## src/rtl/config_prom_pkg.sv

```systemverilog
/*
 * Shared constants for the configuration memory read-out link: data width, address width,
 * storage depth and clock-rate limits.
 * Assumes both ends run from one system clock, clk, at 200 MHz.
 */
package config_prom_pkg;

	localparam int DATA_W = 8;
	localparam int ADDR_W = 12;
	localparam int DEPTH_BYTES = 64;
	localparam logic [ADDR_W-1:0] TERMINAL_COUNT_SERIAL = 12'h01FF;
	localparam logic [ADDR_W-1:0] TERMINAL_COUNT_PARALLEL = 12'h003F;
	localparam logic [ADDR_W-1:0] ADDR_ZERO = 12'h0000;
	localparam logic [DATA_W-1:0] DATA_ZERO = 8'h00;
	localparam int CLK_MHZ = 200;
	localparam int CFG_CLK_MAX_MHZ = 33;
	localparam int CFG_CLK_HALF_CYCLES = (CLK_MHZ + 2 * CFG_CLK_MAX_MHZ - 1) / (2 * CFG_CLK_MAX_MHZ);
	localparam logic [7:0] HALF_CYCLES = 8'(CFG_CLK_HALF_CYCLES);
	localparam logic [15:0] COUNT_ONE = 16'h0001;

endpackage : config_prom_pkg

```

## src/rtl/config_prom_if.sv

```systemverilog
/*
 * Pins between a configuration memory and the configuration port that clocks it.
 * Assumes the bench resolves the open-drain reset line and the shared data lines from the enables.
 */
`timescale 1ns/1ps
interface config_prom_if;
	logic configClock;
	logic chipEnableN;
	logic oeResetIn;
	logic oeResetOut;
	logic oeResetOe;
	logic [7:0] dataOut;
	logic [7:0] dataOe;
	logic [7:0] dataIn;
	logic cascadeEnableOutN;

	modport memory (
		input configClock,
		input chipEnableN,
		input oeResetIn,
		output oeResetOut,
		output oeResetOe,
		output dataOut,
		output dataOe,
		output cascadeEnableOutN
	);

	modport loader (
		output configClock,
		output chipEnableN,
		input oeResetIn,
		output oeResetOut,
		output oeResetOe,
		input dataIn
	);
endinterface : config_prom_if

```

## src/rtl/config_prom_readout.sv

```systemverilog
/*
 * Memory end of the configuration read-out link: storage, address counter, serial or
 * parallel output drivers, cascade enable and open-drain reset.
 * One store byte goes out per clock rise in parallel mode, one bit in serial mode, and
 * the memory falls silent and lowers its cascade enable after the terminal unit.
 * Assumes configClock, chipEnableN and oeResetIn are synchronous to clk, and that the
 * configuration clock stays low for at least one clk between rises so that each rise
 * is seen once.
 * Assumes the surroundings resolve the open-drain reset line and the shared data lines.
 */
`timescale 1ns/1ps
module config_prom_readout #(
	parameter logic PARALLEL_MODE = 1'b0,
	parameter logic [7:0] INIT_SEED = 8'hA5
) (
	input wire logic clk,
	input wire logic rst_n,
	config_prom_if.memory link,
	input wire logic resetRequest
);

	// ----------------------------------------
	// Storage and stored width setting
	// ----------------------------------------
	logic [7:0] store [config_prom_pkg::DEPTH_BYTES];
	logic parallelSel;

	// Contents are a fixed pattern; programming is out of scope for this block.
	// Byte i holds i xor the seed, so every unit that goes out can be predicted.
	always_comb
	begin
		for (int i = 0; i < config_prom_pkg::DEPTH_BYTES; i++)
		begin
			store[i] = 8'(i) ^ INIT_SEED;
		end
	end

	// The width setting is fixed at build time, as a stored setting would be after programming.
	assign parallelSel = PARALLEL_MODE;

	// ----------------------------------------
	// Unit decoding
	// ----------------------------------------
	// The counter indexes bits in serial mode and bytes in parallel mode, so the byte that
	// holds the current unit sits at a different slice of the address in each mode.
	function automatic logic [5:0] unit_byte(input logic par, input logic [config_prom_pkg::ADDR_W-1:0] addr);
		if (par)
			return addr[5:0];
		return addr[8:3];
	endfunction : unit_byte

	// Serial data leaves each byte most significant bit first.
	function automatic logic [2:0] msb_first_bit(input logic [2:0] bitIndex);
		return 3'h7 - bitIndex;
	endfunction : msb_first_bit

	// Terminal address of the store for the selected unit width.
	function automatic logic [config_prom_pkg::ADDR_W-1:0] last_unit(input logic par);
		if (par)
			return config_prom_pkg::TERMINAL_COUNT_PARALLEL;
		return config_prom_pkg::TERMINAL_COUNT_SERIAL;
	endfunction : last_unit

	// ----------------------------------------
	// Address counter
	// ----------------------------------------
	logic clkPrev_q;
	logic inReset;
	logic enabled;
	logic risingEdge;
	logic atTerminal;
	logic pastTerminal_q;
	logic [config_prom_pkg::ADDR_W-1:0] addr_q;
	logic [config_prom_pkg::ADDR_W-1:0] addr_d;
	logic [config_prom_pkg::ADDR_W-1:0] terminalCount;

	// The memory's own reset request counts at once; its pull on the shared line is
	// registered and would otherwise leave one clk in which the counter still ran.
	assign inReset = ~link.oeResetIn | resetRequest;
	assign enabled = ~link.chipEnableN & ~inReset;
	assign risingEdge = link.configClock & ~clkPrev_q;
	assign terminalCount = last_unit(parallelSel);
	assign atTerminal = (addr_q == terminalCount);
	assign addr_d = addr_q + 12'h001;

	// The edge detector starts at the idle level of the configuration clock, so no
	// false rise is seen after reset.
	always_ff @(posedge clk or negedge rst_n)
	begin
		if (!rst_n)
			clkPrev_q <= 1'b0;
		else
			clkPrev_q <= link.configClock;
	end

	// The counter stops at the terminal address rather than wrapping, so a long clock
	// burst cannot replay the start of the store onto lines that a later memory owns.
	always_ff @(posedge clk or negedge rst_n)
	begin
		if (!rst_n)
			addr_q <= config_prom_pkg::ADDR_ZERO;
		else if (!enabled)
			addr_q <= config_prom_pkg::ADDR_ZERO;
		else if (risingEdge && !pastTerminal_q && !atTerminal)
			addr_q <= addr_d;
	end

	// The rise that moves past the terminal address is the one that takes its last unit.
	always_ff @(posedge clk or negedge rst_n)
	begin
		if (!rst_n)
			pastTerminal_q <= 1'b0;
		else if (!enabled)
			pastTerminal_q <= 1'b0;
		else if (risingEdge && atTerminal)
			pastTerminal_q <= 1'b1;
	end

	// ----------------------------------------
	// Output drivers
	// ----------------------------------------
	// Outputs are registered, so they settle one clk after the edge that moved the counter.
	// A floating pin shows zero on its data bit; only the enable tells it apart.
	logic [7:0] byteNow;
	logic bitNow;
	logic driving;
	logic [7:0] dataOut_q;
	logic [7:0] dataOe_q;
	logic ceo_q;
	logic odOe_q;

	assign byteNow = store[unit_byte(parallelSel, addr_q)];
	assign bitNow = byteNow[msb_first_bit(addr_q[2:0])];
	assign driving = enabled & ~pastTerminal_q;

	always_ff @(posedge clk or negedge rst_n)
	begin
		if (!rst_n)
			dataOut_q <= config_prom_pkg::DATA_ZERO;
		else if (!driving)
			dataOut_q <= config_prom_pkg::DATA_ZERO;
		else if (parallelSel)
			dataOut_q <= byteNow;
		else
			dataOut_q <= {7'h00, bitNow};
	end

	// The enables share the data register stage, so no pin is ever enabled while it still
	// shows the idle zero from before the memory was enabled.
	always_ff @(posedge clk or negedge rst_n)
	begin
		if (!rst_n)
			dataOe_q <= config_prom_pkg::DATA_ZERO;
		else if (!driving)
			dataOe_q <= config_prom_pkg::DATA_ZERO;
		else if (parallelSel)
			dataOe_q <= 8'hFF;
		else
			dataOe_q <= 8'h01;
	end

	// The cascade enable is low only after the terminal unit has gone out, and rises again
	// one clk after either control drops, handing the lines back in order.
	always_ff @(posedge clk or negedge rst_n)
	begin
		if (!rst_n)
			ceo_q <= 1'b1;
		else
			ceo_q <= ~(enabled & pastTerminal_q);
	end

	// Limitation: only the memory's own request pulls the shared line; a low driven from
	// outside is obeyed but never stretched.
	always_ff @(posedge clk or negedge rst_n)
	begin
		if (!rst_n)
			odOe_q <= 1'b0;
		else
			odOe_q <= resetRequest;
	end

	// ----------------------------------------
	// Pin connections
	// ----------------------------------------
	// The open-drain pin only ever drives low; its level comes from the enable alone.
	assign link.dataOut = dataOut_q;
	assign link.dataOe = dataOe_q;
	assign link.cascadeEnableOutN = ceo_q;
	assign link.oeResetOut = 1'b0;
	assign link.oeResetOe = odOe_q;

endmodule : config_prom_readout

```

## src/flat_wrapper.sv

```systemverilog
// flat-port wrapper written by rule: the top's interface ports become plain ports
module config_prom_readout_flat 
#(
	parameter logic PARALLEL_MODE = 1'b0,
	parameter logic [7:0] INIT_SEED = 8'hA5
)
  (clk, rst_n, resetRequest, link_configClock, link_chipEnableN, link_oeResetIn, link_oeResetOut, link_oeResetOe, link_dataOut, link_dataOe, link_cascadeEnableOutN);
  config_prom_if link_i ();
  input wire logic clk;
  input wire logic rst_n;
  input wire logic resetRequest;
  input wire logic [$bits(link_i.configClock)-1:0] link_configClock;
  input wire logic [$bits(link_i.chipEnableN)-1:0] link_chipEnableN;
  input wire logic [$bits(link_i.oeResetIn)-1:0] link_oeResetIn;
  output wire logic [$bits(link_i.oeResetOut)-1:0] link_oeResetOut;
  output wire logic [$bits(link_i.oeResetOe)-1:0] link_oeResetOe;
  output wire logic [$bits(link_i.dataOut)-1:0] link_dataOut;
  output wire logic [$bits(link_i.dataOe)-1:0] link_dataOe;
  output wire logic [$bits(link_i.cascadeEnableOutN)-1:0] link_cascadeEnableOutN;
  assign link_i.configClock = link_configClock;
  assign link_i.chipEnableN = link_chipEnableN;
  assign link_i.oeResetIn = link_oeResetIn;
  assign link_oeResetOut = link_i.oeResetOut;
  assign link_oeResetOe = link_i.oeResetOe;
  assign link_dataOut = link_i.dataOut;
  assign link_dataOe = link_i.dataOe;
  assign link_cascadeEnableOutN = link_i.cascadeEnableOutN;
  config_prom_readout #(.PARALLEL_MODE(PARALLEL_MODE), .INIT_SEED(INIT_SEED)) u_core (.clk(clk), .rst_n(rst_n), .link(link_i), .resetRequest(resetRequest));
endmodule
```

## config.mk

```make
export PLATFORM = sky130hd
export DESIGN_NAME = config_prom_readout_flat
export DESIGN_NICKNAME = d
export VERILOG_FILES = /design/src/rtl/config_prom_pkg.sv /design/src/rtl/config_prom_if.sv /design/src/rtl/config_prom_readout.sv /design/src/flat_wrapper.sv
export SDC_FILE = /design/constraint.sdc
export NUM_CORES = 1
export LEC_CHECK = 0
export BUFFER_PORTS_ARGS = -buffer_cell sky130_fd_sc_hd__buf_4
export CAP_MARGIN = 10
export CORE_UTILIZATION = 47
export CTS_BUF_LIST = sky130_fd_sc_hd__clkbuf_4 sky130_fd_sc_hd__clkbuf_8 sky130_fd_sc_hd__clkbuf_16
export CTS_CLUSTER_SIZE = 14
export DETAILED_ROUTE_END_ITERATION = 8
export PLACE_DENSITY = 0.74
export SETUP_SLACK_MARGIN = 0.02
export SYNTH_ARGS = -nofsm -noshare
export SYNTH_HDL_FRONTEND = slang
export SYNTH_SLANG_ARGS = --single-unit
```

## constraint.sdc

```tcl
create_clock -name clk -period 2.2 [get_ports clk]
set_clock_uncertainty 0.2 [all_clocks]
set_input_delay 0.33 -clock clk [delete_from_list [all_inputs] [get_ports clk]]
set_output_delay 0.33 -clock clk [all_outputs]
set_load 0.005 [all_outputs]
```

==> results.toml <==
[power_and_ir_drop]
powerDensity_nw_per_um2 = 487
power_mw = 0.586
vdd_drop_max_uv = 265
leakage_nw = 0.526

[cells_and_area]
fillers = 175
antenna_cells = 0
nNetsFinal = 137
syn_to_final_growth_pct = 15.9
drive_gt1_share_pct = 23.3

[job]
maxCapViolCount = 0

[setup_path]
cp-end-kind = "register"
crit_family = "simple AND/OR/NAND/NOR gates"
cp-start-kind = "register"
cp.required_ns = 2.24
crit_arrival_ns = 2.20
worstPathCellList = "or3b_1 > or4_4 > or4_1 > nand2_1"
critical_path.slowest_cell = "or4_4"
criticalPathCategory = "register to register"
cp_max_fo = 5
critPathMaxStageDelay_ns = 0.56
path_buf_inv = 0

[routing]
route.detailed.drc = 0
drt-total-wl_um = 2110
num_vias = 890
dr.pass1.iters = 5
wire_per_inst_um = 13.5
drt_iter0_drc = 41
via_per_inst = 5.71
antenna_left = 0

[floorplanning]
die_h_um = 49.0
initial_utilization_pct = 51.4
die_w_um = 49.0
dieArea_um2 = 2400
rows = 16
top_level_ports = 25
core_um2 = 2020

[global_route]
grt_max_degree = 19
grt_pass1_vias = 805
track_usage_pct = 19.8
grt_pass1_wl_um = 3630
antenna_found_initial = 0
overflow = 0

[synthesis]
async_reset_ff_share_pct = 100
synth.most_common_cell = "dfrtp_1"
netlist_instances = 108
ys_warn_count = 0
syn_avg_cell_area_um2 = 9.62
ys_ff_latch = 18
ys.flop_type = "dfrtp_1"
yosys-top-cells-area = "dfrtp_1, buf_4, nand2_1"
yosys.cell_types.count = 35
synth_common_cells = "dfrtp_1, buf_4, nand2_1"
synth.yosys.seq_area_share_pct = 43.5
yosys.area.top_type_share_pct = 41.0
yosys.area.top_type = "dfrtp_1"
synth_area_um2 = 1040
synth_edf_count = 0

[place]
place_congestion = 0.818
hpwlAfterDp_um = 1470
io_buffers = 9

[clocking]
clk_latency_ns = 0.29
cts_tree = "done"
clkTransAtPathRegs_ns = 0.11
cts_sinks = 18
htreeDepth = 1
clk_path_buf_depth = 2
cts_made_buffers = 3
cts_root_buf = "clkbuf_4"

[sta]
fmax_mhz = 463
setup_viol = 0
slew_viol_final = 0
period_needed_ns = 2.16
rsz0062_at_grt = "no"
tns_ns = 0
finalCritPeriodShare_pct = 98.1
hold_violations = 0

[status]
status = "finished clean"

[worst_hold_path]
hp-class = "primary input to register"
==> worst paths after layout <==
kind,slack [ns],end,depth (start not counted),startpoint
min,0.15,u_core.pastTerminal_q$_DFFE_PN0P_,3,link_configClock
max in group asynchronous,1.31,u_core.link.cascadeEnableOutN$_DFF_PN1_,2,rst_n
min reg2reg,0.35,u_core.addr_q[5]$_DFFE_PN0P_,1,u_core.addr_q[5]$_DFFE_PN0P_
max reg2reg,0.04,u_core.addr_q[11]$_DFFE_PN0P_,4,u_core.pastTerminal_q$_DFFE_PN0P_
min in group asynchronous,0.23,u_core.addr_q[7]$_DFFE_PN0P_,2,rst_n
max,0.04,u_core.addr_q[11]$_DFFE_PN0P_,4,u_core.pastTerminal_q$_DFFE_PN0P_
==> worst min-delay path: stages <==
cell and delay [ns]:
buf_4 0.09, a31oi_1 0.08, nor2_1 0.10
==> repair_timing <==
item / CTS / global route
endpoints found under the hold margin: 20 / 0
gates resized for setup: 0 / 2
hold buffers: 3 / 0
buffers inserted: 0 / 2
setup endpoints to repair: 0 / 5
==> where the power goes <==
group | switching, mW | total [mW] | leakage, nW | internal, mW
combinational | 0.0249 | 0.0427 | 0.263 | 0.0178
sequential | 0.00193 | 0.336 | 0.242 | 0.334
clock | 0.107 | 0.207 | 0.0210 | 0.101
total | 0.133 | 0.586 | 0.526 | 0.453
==> per-stage QoR <==
stage / utilization (%) / setup slack (ns) / hold WS, ns / area [um2] / cells
2_1_floorplan: - / 0.0321 / -0.166 / 1100 / 122
3_3_place_gp: 55.2 / 0.107 / 0.00788 / 1120 / 147
3_5_place_dp: 55.2 / 0.0663 / 0.0107 / 1120 / 147
4_1_cts: 58.5 / 0.0427 / 0.125 / 1180 / 154
5_1_grt: 59.5 / 0.00447 / 0.194 / 1200 / 156
6_report: 59.5 / 0.0421 / 0.147 / 1200 / 156
==> cells in the final DEF (no fill, tap or decap), types with 3 or more instances in the layout <==
cell type / count
o31ai_1: 3
a21oi_1: 5
dlygate4sd3_1: 3
buf_4: 18
clkbuf_4: 3
nor2_1: 5
inv_1: 6
o211ai_1: 3
conb_1: 15
nand3_1: 6
dfrtp_1: 17
or4_1: 3
o21ai_0: 3
o311ai_0: 3
o41ai_1: 3
nand2_1: 11
==> cells by family after synthesis <==
logic type      count (synthesis)  share of synthesized area (%)
buf+inv                        24                           14.6
other cells                     1                          0.361
compound gates                 25                           17.3
mux                             1                           2.17
fa+ha+maj                       1                           1.20
simple gates                   38                           20.8
flops                          18                           43.5
==> layout make-up <==
class	instances	area, um2	share of cell area, %
Multi-Input combinational cell	80	494	41.1
Clock buffer	4	36.3	3.01
Timing Repair Buffer	21	165	13.7
Tap cell	27	33.8	2.81
Inverter	6	22.5	1.87
Sequential cell	18	452	37.5
==> flip-flops by register name, indices dropped and copies added, names as in the netlist <==
name / count
u_core.addr_q: 12
u_core.clkPrev_q: 1
u_core.link.cascadeEnableOutN: 1
u_core.link.dataOe: 1
u_core.link.dataOut: 1
u_core.link.oeResetOe: 1
u_core.pastTerminal_q: 1
==> metal layers <==
layer,vias up,track usage (%),part of all wire (%),wire length [um]
met1,421,24.5,44,921
li1,415,-,-,-
met3,6,1.87,5.1,107
met5,-,0,0,0
met2,48,33.1,49,1030
met4,0,12.3,2.4,50
No activity file was read; power rests on OpenSTA's default activity.
